## config.mk

```make
export PLATFORM = sky130hd
export DESIGN_NAME = arsb_setpoint_bank
export DESIGN_NICKNAME = d
export VERILOG_FILES = /design/src/rtl/arsb_pkg.sv /design/src/rtl/arsb_setpoint_decode.sv /design/src/rtl/arsb_setpoint_bank.sv
export SDC_FILE = /design/constraint.sdc
export NUM_CORES = 1
export LEC_CHECK = 0
export BUFFER_PORTS_ARGS = -buffer_cell sky130_fd_sc_hd__buf_2
export CAP_MARGIN = 20
export CORE_MARGIN = 5
export CORE_UTILIZATION = 46
export DETAILED_ROUTE_END_ITERATION = 8
export GPL_TIMING_DRIVEN = 0
export PLACE_DENSITY_LB_ADDON = 0.25
export SETUP_SLACK_MARGIN = 0.05
export SLEW_MARGIN = 30
export SYNTH_ARGS = -nofsm -noshare
export SYNTH_HDL_FRONTEND = slang
export SYNTH_SLANG_ARGS = --single-unit
```

## constraint.sdc

```tcl
create_clock -name clk -period 2.1 [get_ports clk]
set_input_delay 0.105 -clock clk [delete_from_list [all_inputs] [get_ports clk]]
set_output_delay 0.105 -clock clk [all_outputs]
set_load 0.02 [all_outputs]
```

## src/rtl/arsb_pkg.sv

```systemverilog
package arsb_pkg;

    localparam int ARSB_NUM_REG = 4;
    localparam int ARSB_DATA_W = 32;
    localparam int ARSB_REG_W = 8;
    localparam int ARSB_CODE_MAX_W = 7;
    localparam int ARSB_MV_W = 16;
    localparam int ARSB_MIN_ADDR_W = 10;

    // Register indices; byte address is four times the index
    localparam logic [7:0] ARSB_IDX_IO_BUCK = 8'hB8;
    localparam logic [7:0] ARSB_IDX_PERIPH_BUCK = 8'hB9;
    localparam logic [7:0] ARSB_IDX_LINEAR_ONE = 8'hBA;
    localparam logic [7:0] ARSB_IDX_LINEAR_TWO = 8'hBB;
    localparam logic [1:0] ARSB_WORD_LSB = 2'h0;

    // Slot order inside the bank
    localparam int ARSB_SLOT_IO = 0;
    localparam int ARSB_SLOT_PERIPH = 1;
    localparam int ARSB_SLOT_LIN1 = 2;
    localparam int ARSB_SLOT_LIN2 = 3;

    // Field layout
    localparam int ARSB_SLEEP_BIT = 7;
    localparam int ARSB_LDO_RSVD_BIT = 6;
    localparam int ARSB_BUCK_CODE_W = 7;
    localparam int ARSB_LDO_CODE_W = 6;

    // Set-point scale
    localparam logic [15:0] ARSB_BUCK_BASE_MV = 16'h0320;
    localparam logic [15:0] ARSB_LDO_BASE_MV = 16'h0258;
    localparam logic [15:0] ARSB_STEP_MV = 16'h0014;

    localparam logic [7:0] ARSB_REG_RST = 8'h00;

    localparam logic [7:0] ARSB_IDX_TABLE [ARSB_NUM_REG] = '{
        ARSB_IDX_IO_BUCK, ARSB_IDX_PERIPH_BUCK, ARSB_IDX_LINEAR_ONE, ARSB_IDX_LINEAR_TWO};
    localparam int ARSB_CODE_W_TABLE [ARSB_NUM_REG] = '{
        ARSB_BUCK_CODE_W, ARSB_BUCK_CODE_W, ARSB_LDO_CODE_W, ARSB_LDO_CODE_W};
    localparam logic [15:0] ARSB_BASE_TABLE [ARSB_NUM_REG] = '{
        ARSB_BUCK_BASE_MV, ARSB_BUCK_BASE_MV, ARSB_LDO_BASE_MV, ARSB_LDO_BASE_MV};

    typedef struct packed {
        logic [ARSB_NUM_REG-1:0][ARSB_REG_W-1:0] regs;
        logic [ARSB_DATA_W-1:0] rdata;
        logic altApplied;
    } arsb_state_t;

    typedef struct packed {
        logic sleepSel;
        logic [ARSB_CODE_MAX_W-1:0] code;
        logic [ARSB_MV_W-1:0] millivolt;
    } arsb_dec_state_t;

endpackage : arsb_pkg

```

## src/rtl/arsb_setpoint_decode.sv

```systemverilog
`timescale 1ns/1ps
`default_nettype none

module arsb_setpoint_decode
    import arsb_pkg::*;
#(
    parameter int CODE_W = ARSB_BUCK_CODE_W,
    parameter logic [15:0] BASE_MV = ARSB_BUCK_BASE_MV
) (
    input wire logic clk,
    input wire logic rst_n,
    input wire logic altSettingSel,
    input wire logic sleepIn,
    input wire logic [ARSB_CODE_MAX_W-1:0] codeIn,
    output logic sleepOut,
    output logic [ARSB_CODE_MAX_W-1:0] codeOut,
    output logic [ARSB_MV_W-1:0] millivolt
);

    if (CODE_W < 1 || CODE_W > ARSB_CODE_MAX_W) begin : gBadCodeW
        $error("arsb_setpoint_decode: CODE_W out of range");
    end

    arsb_dec_state_t st_r;
    arsb_dec_state_t st_nxt;
    logic [ARSB_CODE_MAX_W-1:0] codeMasked;
    logic [ARSB_MV_W-1:0] codeWide;

    // Bits above the field (reserved on linear regulators) never reach the output
    assign codeMasked = codeIn & ARSB_CODE_MAX_W'((1 << CODE_W) - 1);
    assign codeWide = {{(ARSB_MV_W-ARSB_CODE_MAX_W){1'b0}}, codeMasked};

    // Alternate fields drive the regulator only while the alternate set is selected
    always_comb begin
        st_nxt = '0;
        if (altSettingSel) begin
            st_nxt.sleepSel = sleepIn;
            st_nxt.code = codeMasked;
            st_nxt.millivolt = ARSB_MV_W'(BASE_MV + ARSB_STEP_MV * codeWide);
        end
    end

    always_ff @(posedge clk) begin
        if (!rst_n) begin
            st_r <= '0;
        end else begin
            st_r <= st_nxt;
        end
    end

    assign sleepOut = st_r.sleepSel;
    assign codeOut = st_r.code;
    assign millivolt = st_r.millivolt;

endmodule : arsb_setpoint_decode

`default_nettype wire

```

## src/rtl/arsb_setpoint_bank.sv

```systemverilog
// Behaviour
// - IO buck bit 7: 0 synchronous, 1 sleep
// - IO buck code: 0.80 V plus 20 mV steps
// - Peripheral buck bit 7: 1 sleep, 0 synchronous
// - Peripheral buck code: 0.80 V, 20 mV steps
// - Linear bit 7: 0 normal, 1 sleep; bit 6 reserved
// - Linear code bits 5:0: 0.60 V, 20 mV steps
`timescale 1ns/1ps
`default_nettype none

module arsb_setpoint_bank
    import arsb_pkg::*;
#(
    parameter int ADDR_W = 12
) (
    input wire logic clk,
    input wire logic rst_n,
    input wire logic [ADDR_W-1:0] paddr,
    input wire logic psel,
    input wire logic penable,
    input wire logic pwrite,
    input wire logic [ARSB_DATA_W-1:0] pwdata,
    input wire logic [3:0] pstrb,
    output logic [ARSB_DATA_W-1:0] prdata,
    output logic pready,
    output logic pslverr,
    input wire logic altSettingSel,
    output logic altApplied,
    output logic ioBuckAltSleepSel,
    output logic [ARSB_BUCK_CODE_W-1:0] ioBuckAltVoltageCode,
    output logic [ARSB_MV_W-1:0] ioBuckAltMillivolt,
    output logic periphBuckAltSleepSel,
    output logic [ARSB_BUCK_CODE_W-1:0] periphBuckAltVoltageCode,
    output logic [ARSB_MV_W-1:0] periphBuckAltMillivolt,
    output logic linearOneAltSleepSel,
    output logic [ARSB_LDO_CODE_W-1:0] linearOneAltVoltageCode,
    output logic [ARSB_MV_W-1:0] linearOneAltMillivolt,
    output logic linearTwoAltSleepSel,
    output logic [ARSB_LDO_CODE_W-1:0] linearTwoAltVoltageCode,
    output logic [ARSB_MV_W-1:0] linearTwoAltMillivolt
);

    if (ADDR_W < ARSB_MIN_ADDR_W) begin : gBadAddrW
        $error("arsb_setpoint_bank: ADDR_W too small for the register map");
    end

    arsb_state_t st_r;
    arsb_state_t st_nxt;

    logic [ARSB_NUM_REG-1:0] addrMatch;
    logic hit;
    logic [1:0] hitIdx;
    logic setupRead;
    logic accessWrite;

    logic [ARSB_NUM_REG-1:0] sleepVec;
    logic [ARSB_NUM_REG-1:0][ARSB_CODE_MAX_W-1:0] codeVec;
    logic [ARSB_NUM_REG-1:0][ARSB_MV_W-1:0] mvVec;

    // Address decode and per-register regulator view
    for (genvar i = 0; i < ARSB_NUM_REG; i++) begin : gReg
        localparam logic [ADDR_W-1:0] REG_ADDR = ADDR_W'({ARSB_IDX_TABLE[i], ARSB_WORD_LSB});

        assign addrMatch[i] = (paddr == REG_ADDR);

        arsb_setpoint_decode #(
            .CODE_W(ARSB_CODE_W_TABLE[i]),
            .BASE_MV(ARSB_BASE_TABLE[i])
        ) uDecode (
            .clk(clk),
            .rst_n(rst_n),
            .altSettingSel(altSettingSel),
            .sleepIn(st_r.regs[i][ARSB_SLEEP_BIT]),
            .codeIn(st_r.regs[i][ARSB_CODE_MAX_W-1:0]),
            .sleepOut(sleepVec[i]),
            .codeOut(codeVec[i]),
            .millivolt(mvVec[i])
        );
    end

    assign hit = |addrMatch;

    always_comb begin
        hitIdx = 2'h0;
        for (int k = 0; k < ARSB_NUM_REG; k++) begin
            if (addrMatch[k]) begin
                hitIdx = 2'(k);
            end
        end
    end

    assign setupRead = psel && !penable && !pwrite;
    assign accessWrite = psel && penable && pwrite;

    // Zero-wait slave; unmapped addresses answer with an error
    assign pready = 1'b1;
    assign pslverr = psel && penable && !hit;

    always_comb begin
        st_nxt = st_r;
        st_nxt.altApplied = altSettingSel;
        // Read data prepared in setup so it is registered for the access phase
        if (setupRead) begin
            st_nxt.rdata = hit ? {{(ARSB_DATA_W-ARSB_REG_W){1'b0}}, st_r.regs[hitIdx]} : '0;
        end
        // Every bit, reserved bit 6 included, is stored and read back
        if (accessWrite && hit && pstrb[0]) begin
            st_nxt.regs[hitIdx] = pwdata[ARSB_REG_W-1:0];
        end
    end

    always_ff @(posedge clk) begin
        if (!rst_n) begin
            st_r.regs <= {ARSB_NUM_REG{ARSB_REG_RST}};
            st_r.rdata <= '0;
            st_r.altApplied <= 1'b0;
        end else begin
            st_r <= st_nxt;
        end
    end

    assign prdata = st_r.rdata;
    assign altApplied = st_r.altApplied;

    // Regulator-facing outputs, zero while the primary set is in force
    assign ioBuckAltSleepSel = sleepVec[ARSB_SLOT_IO];
    assign ioBuckAltVoltageCode = codeVec[ARSB_SLOT_IO][ARSB_BUCK_CODE_W-1:0];
    assign ioBuckAltMillivolt = mvVec[ARSB_SLOT_IO];
    assign periphBuckAltSleepSel = sleepVec[ARSB_SLOT_PERIPH];
    assign periphBuckAltVoltageCode = codeVec[ARSB_SLOT_PERIPH][ARSB_BUCK_CODE_W-1:0];
    assign periphBuckAltMillivolt = mvVec[ARSB_SLOT_PERIPH];
    assign linearOneAltSleepSel = sleepVec[ARSB_SLOT_LIN1];
    assign linearOneAltVoltageCode = codeVec[ARSB_SLOT_LIN1][ARSB_LDO_CODE_W-1:0];
    assign linearOneAltMillivolt = mvVec[ARSB_SLOT_LIN1];
    assign linearTwoAltSleepSel = sleepVec[ARSB_SLOT_LIN2];
    assign linearTwoAltVoltageCode = codeVec[ARSB_SLOT_LIN2][ARSB_LDO_CODE_W-1:0];
    assign linearTwoAltMillivolt = mvVec[ARSB_SLOT_LIN2];

    logic [ARSB_MV_W-1:0] ioExpMv;
    logic [ARSB_MV_W-1:0] periphExpMv;
    logic [ARSB_MV_W-1:0] lin1ExpMv;
    logic [ARSB_MV_W-1:0] lin2ExpMv;

    assign ioExpMv = ARSB_MV_W'(ARSB_BUCK_BASE_MV + ARSB_STEP_MV * ARSB_MV_W'(st_r.regs[ARSB_SLOT_IO][6:0]));
    assign periphExpMv = ARSB_MV_W'(ARSB_BUCK_BASE_MV
        + ARSB_STEP_MV * ARSB_MV_W'(st_r.regs[ARSB_SLOT_PERIPH][6:0]));
    assign lin1ExpMv = ARSB_MV_W'(ARSB_LDO_BASE_MV + ARSB_STEP_MV * ARSB_MV_W'(st_r.regs[ARSB_SLOT_LIN1][5:0]));
    assign lin2ExpMv = ARSB_MV_W'(ARSB_LDO_BASE_MV + ARSB_STEP_MV * ARSB_MV_W'(st_r.regs[ARSB_SLOT_LIN2][5:0]));

    // Highest linear set-point; anything above means the reserved bit leaked
    logic [ARSB_MV_W-1:0] ldoMaxMv;
    assign ldoMaxMv = ARSB_MV_W'(ARSB_LDO_BASE_MV + ARSB_STEP_MV * ARSB_MV_W'((1 << ARSB_LDO_CODE_W) - 1));
endmodule : arsb_setpoint_bank

`default_nettype wire

```

==> results of run 1 <==
-- how the worst min path moves through the flow --
stage | to | slack [ns] | cells past startpoint
6_report | st_r[40] | 0.08 | 3
5_1_grt | st_r[40] | 0.09 | 3
4_1_cts | st_r[40] | 0.07 | 3
3_5_place_dp | st_r[40] | 0.43 | 3
3_3_place_gp | st_r[40] | 0.42 | 3
2_1_floorplan | gReg[2].uDecode.codeOut[5] | 0.28 | 1
-- power groups by stage --
stage | clock (mW) | sequential [mW] | combinational, mW
3_5_place_dp | 0 | 2.09 | 0.314
6_report | 1.58 | 2.03 | 0.321
5_1_grt | 1.70 | 2.03 | 0.345
2_1_floorplan | 0 | 2.11 | 0.218
3_3_place_gp | 0 | 2.09 | 0.311
4_1_cts | 1.60 | 2.03 | 0.315
-- repair_timing --
| action | 4_1_cts | 5_1_grt |
|---|---|---|
| gates resized for setup | 74 | 30 |
| setup endpoints to repair | 18 | 18 |
| pin swaps | 33 | 25 |
| hold buffers | 0 | 0 |
| buffers inserted | 19 | 8 |
| cloned | 0 | 0 |
-- state kept, by name, indices dropped and copies added, names as in the netlist --
register	count
gReg.uDecode.millivolt	36
st_r	32
gReg.uDecode.codeOut	26
prdata	8
gReg.uDecode.sleepOut	4
altApplied	1
-- kinds of logic after synthesis --
logic type | Yosys count
and+or+nand+nor | 173
xor gates and xnor gates | 13
DFF | 107
AOI/OAI and AO/OA | 99
adders and majority gates | 44
other | 2
buffers and inverters | 101
muxes | 12
-- worst max-delay path, stage by stage, from the launching register on --
cell      delay [ns]
dfxtp_4         0.36
ha_4            0.24
ha_4            0.16
fa_2            0.56
ha_4            0.15
inv_2           0.03
o22ai_2         0.15
a211oi_2        0.11
a21oi_1         0.18
mux2i_1         0.21
-- layer usage --
metal  share of wire  global-route usage  vias up
li1                -                   -     2220
met1            0.42              0.2541     2136
met2            0.49              0.3274      197
met3           0.069             0.04709       27
met4           0.023             0.05806        0
met5               0                   0        -
-- metrics by stage --
step / worst slack, ns / total power, mW / std cells / setup TNS, ns
3_5_place_dp: -0.2545 / 2.407 / 847 / -2.016
6_report: -0.1550 / 3.932 / 890 / -0.4296
2_1_floorplan: -0.04309 / 2.331 / 596 / -0.04309
4_1_cts: -0.1446 / 3.950 / 882 / -0.4807
5_1_grt: -0.2003 / 4.072 / 890 / -1.103
3_3_place_gp: -0.1742 / 2.404 / 847 / -1.636
-- Yosys cell counts (all sizes together), types with 2 or more instances --
library cell	instances	area [um^2]
nor2b	8	50.05
nand3	42	220.2
a21boi	6	45.04
xnor2	8	70.07
buf	64	498.0
a22oi	2	15.01
conb	2	7.510
o21ai	54	300.3
a21oi	14	70.07
clkbuf	11	41.29
a221o	2	20.02
mux2i	4	40.04
a21o	2	15.01
nand2	29	108.9
dfxtp	107	2142
or3	4	25.02
ha	40	500.5
nor2	24	106.4
and3	35	219.0
nand2b	2	12.51
o21a	6	45.04
a211o	3	26.28
nand4b	2	47.55
and2	2	12.51
and4	3	26.28
a311oi	2	17.52
inv	26	97.59
xor2	5	43.79
a2111oi	2	55.05
nor3	9	50.05
fa	4	80.08
a31oi	3	18.77
mux4	8	180.2
nor3b	7	62.56
-- final cells by class --
cell class              instances  area (um^2)  area share
well taps                     143        178.9     0.02425
flip-flops and latches        107         2208      0.2993
repair buffers                135        763.2      0.1034
plain buffers                  75        539.3     0.07308
multi-input cells             388         3309      0.4485
inverters                      26        97.59     0.01322
clock inverters                 6        53.80    0.007291
clock buffers                  10        229.0     0.03103
==> impl_metrics.yaml, run 1 <==
outcome:
  outcome: "finished with violations"
  violations: "setup timing"
placed_design:
  io_buffers: 108
  gp_congestion: 0.8833
  post-dp-hpwl_mm: 10.35
  placed_area_um2: 6379
floorplanning:
  ios: 183
  die_h_um: 118.1
  die_area_um2: 13940
  die_w_um: 118.1
  num_rows: 39
  start_util: 0.4705
  coreArea_um2: 11420
hold_path:
  hp-start: "pwdata[7]"
  hold_path.class: "input port to register"
setup_path:
  r2r_cells: 9
  worstPathRequired_ns: 2.37
  arrival_ns: 2.52
  ff2ff_setup_slack_ns: -0.16
  r2r-start: "st_r[44]"
  r2r_end: "gReg[1].uDecode.millivolt[11]"
  worstPathMaxFanout: 3
  critPathKind: "register to register"
  cp-end-kind: "register"
  startpoint: "st_r[44]"
  crit_path_start_kind: "register"
  endpoint: "gReg[1].uDecode.millivolt[11]"
synthesis:
  yosys.area_share.simple: 0.1900
  syn-mean-instance-area_um2: 9.751
  synth_edf_count: 0
  synthXorXnorAreaFrac: 0.02119
  syn_area_um2: 5373
  synth_top_family_by_area: "simple AND/OR/NAND/NOR gates"
  synth_warnings: 0
  async_reset_ff_frac: 0
  synth_cell_types: 52
  synth_fa_ha_area_frac: 0.1081
  synth_mux_area_frac: 0.04099
  synth_cells: 551
  ys_ff_latch: 107
  synth_ff_type: "dfxtp_1"
  synth_compound_area_frac: 0.1211
  yosysSeqAreaShare: 0.3987
routing:
  drc: 0
  routed_via_density: 5.146
  drt_iter0_drc: 301
  wl_per_cell_um: 16.17
  postRouteAntennaNets: 0
  vias: 4580
  firstDrtPassIters: 5
  wl_mm: 14.39
sta:
  setup_viol: 8
  holdWs_ns: 0.08028
  rsz0062_at_grt: "true"
  hold_viol_final: 0
  slew_viol_final: 0
  worstMarginPinSlew_ns: 0.6232
  finClkSkew_ns: 0.006203
  max_freq_mhz: 443.5
  worst_slack_ns: -0.1550
  max_slew_margin: 0.5835
  period_minus_slack_ns: 2.255
  final_min_period_over_clock_period: 1.074
cells_and_area:
  drive_gt1_frac: 0.4444
  fill_cells: 970
  utilization: 0.6463
  fin_nets: 840
  final_cell_mix: "buf_2 (109), dfxtp_1 (82), buf_4 (78), conb_1 (47), o21ai_0 (41)"
  n_antenna_cell: 0
  finalInstanceArea_um2: 7380
  syn_to_final_growth_pct: 37.35
  layout_commonest_cell: "buf_2"
cts:
  h-tree-depth: 3
  cts_tree: "done"
  clk_pin_slew_ns: 0.07
  cts_root_buf: "clkbuf_16"
  cts_max_path_buffers: 2
  clkSinkCount: 107
  numCtsBuffers: 9
  clk_latency_ns: 0.35
power_and_ir_drop:
  power_leakage_nw: 3.463
  intPower_mw: 2.955
  p_sw_frac: 0.2485
  clkPwrFrac: 0.403
  p_per_area_nw_per_um2: 532.8
  p_seq_frac: 0.516
  p_comb_frac: 0.082
  ir_drop_mv: 0.4887
  switchingPower_uw: 977.2
global_route:
  grt_max_degree: 19
  grt_pass1_wl_mm: 22.87
  antenna_found_initial: 0
  grt_pass1_vias: 4551
  gr-total-overflow: 0
  gr-usage-all-layers: 0.1971
flow_run:
  max_cap_viol_count: 0
Power figures use the tool's default switching activity.
==> run 2, diff against run 1 <==
--- a/config.mk
+++ b/config.mk
@@ -11,7 +11,7 @@
 export CORE_UTILIZATION = 46
 export DETAILED_ROUTE_END_ITERATION = 8
 export GPL_TIMING_DRIVEN = 0
-export PLACE_DENSITY_LB_ADDON = 0.25
+export PLACE_DENSITY = 0.78
 export SETUP_SLACK_MARGIN = 0.05
 export SLEW_MARGIN = 30
 export SYNTH_ARGS = -nofsm -noshare
==> impl_metrics.yaml, run 2 (synthesis results as in run 1) <==
setup_path:
  critPathSlowestCell: "fa_1"
  path_cells: "ha_4, ha_4, fa_1, ha_2, nand2_1, a21oi_2, a211oi_2, a21oi_1, mux2i_1"
  critPathKind: "register to register"
  cp-end-kind: "register"
  cp_top_family: "adder cells"
  worst-path-buf-inv: 0
  arrival_ns: 2.46
  crit_path_start_kind: "register"
  cpPeakStageDelay_ns: 0.45
  worstPathRequired_ns: 2.32
  worstPathMaxFanout: 3
  ff2ff_setup_slack_ns: -0.14
  crit_path_frequent_cell: "ha_4"
floorplanning:
  start_util: 0.4705
  ios: 183
  die_h_um: 118.1
  num_rows: 39
  die_area_um2: 13940
  die_w_um: 118.1
  coreArea_um2: 11420
sta:
  worstMarginPinSlew_ns: 0.6693
  worst_slack_ns: -0.1382
  tns_ns: -0.7096
  max_slew_margin: 0.5538
  max_freq_mhz: 446.8
  final_min_period_over_clock_period: 1.066
  period_minus_slack_ns: 2.238
  setup_viol: 9
  rsz0062_at_grt: "true"
  finClkSkew_ns: 0.01018
  hold_viol_final: 0
  slew_viol_final: 0
flow_run:
  max_cap_viol_count: 0
global_route:
  grt_pass1_vias: 4631
  antenna_found_initial: 0
  grt_pass1_wl_mm: 22.76
  gr-total-overflow: 0
  grt_max_degree: 20
  gr-usage-all-layers: 0.1975
placed_design:
  gp_congestion: 0.8920
  place_inst: 847
  io_buffers: 108
  post-dp-hpwl_mm: 10.25
power_and_ir_drop:
  power_leakage_nw: 3.440
  p_per_area_nw_per_um2: 543.2
  ir_drop_mv: 0.3776
outcome:
  outcome: "finished with violations"
  violations: "setup timing"
routing:
  vias: 4567
  drt_iter0_drc: 251
  wl_mm: 14.23
  drc: 0
  routed_via_density: 5.166
  firstDrtPassIters: 5
  postRouteAntennaNets: 0
  wl_per_cell_um: 16.10
hold_path:
  hold_path.class: "input port to register"
cells_and_area:
  largest_reg_flops: 36
  fin_nets: 834
  utilization: 0.6408
  final_cell_mix: "buf_2 (109), dfxtp_1 (82), buf_4 (75), conb_1 (47), o21ai_0 (41)"
  n_antenna_cell: 0
  syn_to_final_growth_pct: 36.19
  fill_cells: 958
  layout_commonest_cell: "buf_2"
  drive_gt1_frac: 0.4453
  fin_cells: 884
cts:
  cts_max_path_buffers: 2
  clk_pin_slew_ns: 0.08
  clkSinkCount: 107
  hold_buffers: 0
  h-tree-depth: 3
  cts_root_buf: "clkbuf_16"
  numCtsBuffers: 9
  cts_tree: "done"
  clk_latency_ns: 0.34
==> run 2: cell count changes in the layout (fill, tap and decap cells not counted), sizes merged <==
cell,previous run,this run
buf,199,193
inv,26,30
clkinv,4,2
clkinvlp,2,0
==> run 2: worst register-to-register path, cell delays in order (launching register included) <==
cell and delay [ns]:
dfxtp_4 0.36, ha_4 0.24, ha_4 0.16, fa_1 0.45
ha_2 0.23, nand2_1 0.08, a21oi_2 0.06, a211oi_2 0.27
a21oi_1 0.13, mux2i_1 0.14
==> run 2: area by class of cell <==
class / count / area, um^2 / area share
Multi-Input combinational cell: 388 / 3311 / 0.4525
Sequential cell: 107 / 2208 / 0.3018
Timing Repair Buffer: 129 / 698.2 / 0.09542
Buffer: 75 / 539.3 / 0.07370
Clock buffer: 10 / 229.0 / 0.03129
Tap cell: 143 / 178.9 / 0.02445
Inverter: 26 / 97.59 / 0.01334
Clock inverter: 6 / 55.05 / 0.007524
==> run 2: worst paths after layout <==
path         cells past startpoint                            end     startpoint
max reg2reg                      9  gReg[1].uDecode.millivolt[11]       st_r[42]
min reg2reg                      2                      prdata[5]      prdata[5]
min                              2     gReg[3].uDecode.codeOut[5]  altSettingSel
max                              9  gReg[1].uDecode.millivolt[11]       st_r[42]
==> run 2: per-layer routing <==
| layer | track usage | vias up | routed length [um] |
|---|---|---|---|
| met4 | 0.06523 | 0 | 337 |
| li1 | - | 2220 | - |
| met3 | 0.04613 | 24 | 808 |
| met1 | 0.2472 | 2151 | 6078 |
| met5 | 0 | - | 0 |
| met2 | 0.3337 | 172 | 7003 |
==> run 2: stage by stage <==
stage	cell area, um^2	worst slack, ns	power, mW	hold slack (ns)
floorplan	5659	-0.04309	2.331	0.2757
global placement	6379	-0.1870	2.405	0.4222
detailed placement	6379	-0.1971	2.408	0.4439
CTS	7101	-0.1030	3.987	0.08985
global route	7317	-0.2384	4.118	0.09281
finish	7317	-0.1382	3.975	0.1002
==> run 2: report_power, final <==
| part | internal, mW | total, mW | switching [mW] |
|---|---|---|---|
| logic | 0.114 | 0.321 | 0.207 |
| clock network | 0.832 | 1.63 | 0.795 |
| registers | 2.02 | 2.03 | 0.00328 |
| total | 2.97 | 3.97 | 1.01 |
==> run 2: repair_timing <==
item / CTS / global route
setup endpoints to repair: 18 / 17
buffers inserted: 17 / 4
pin swaps: 34 / 22
gates resized for setup: 73 / 32
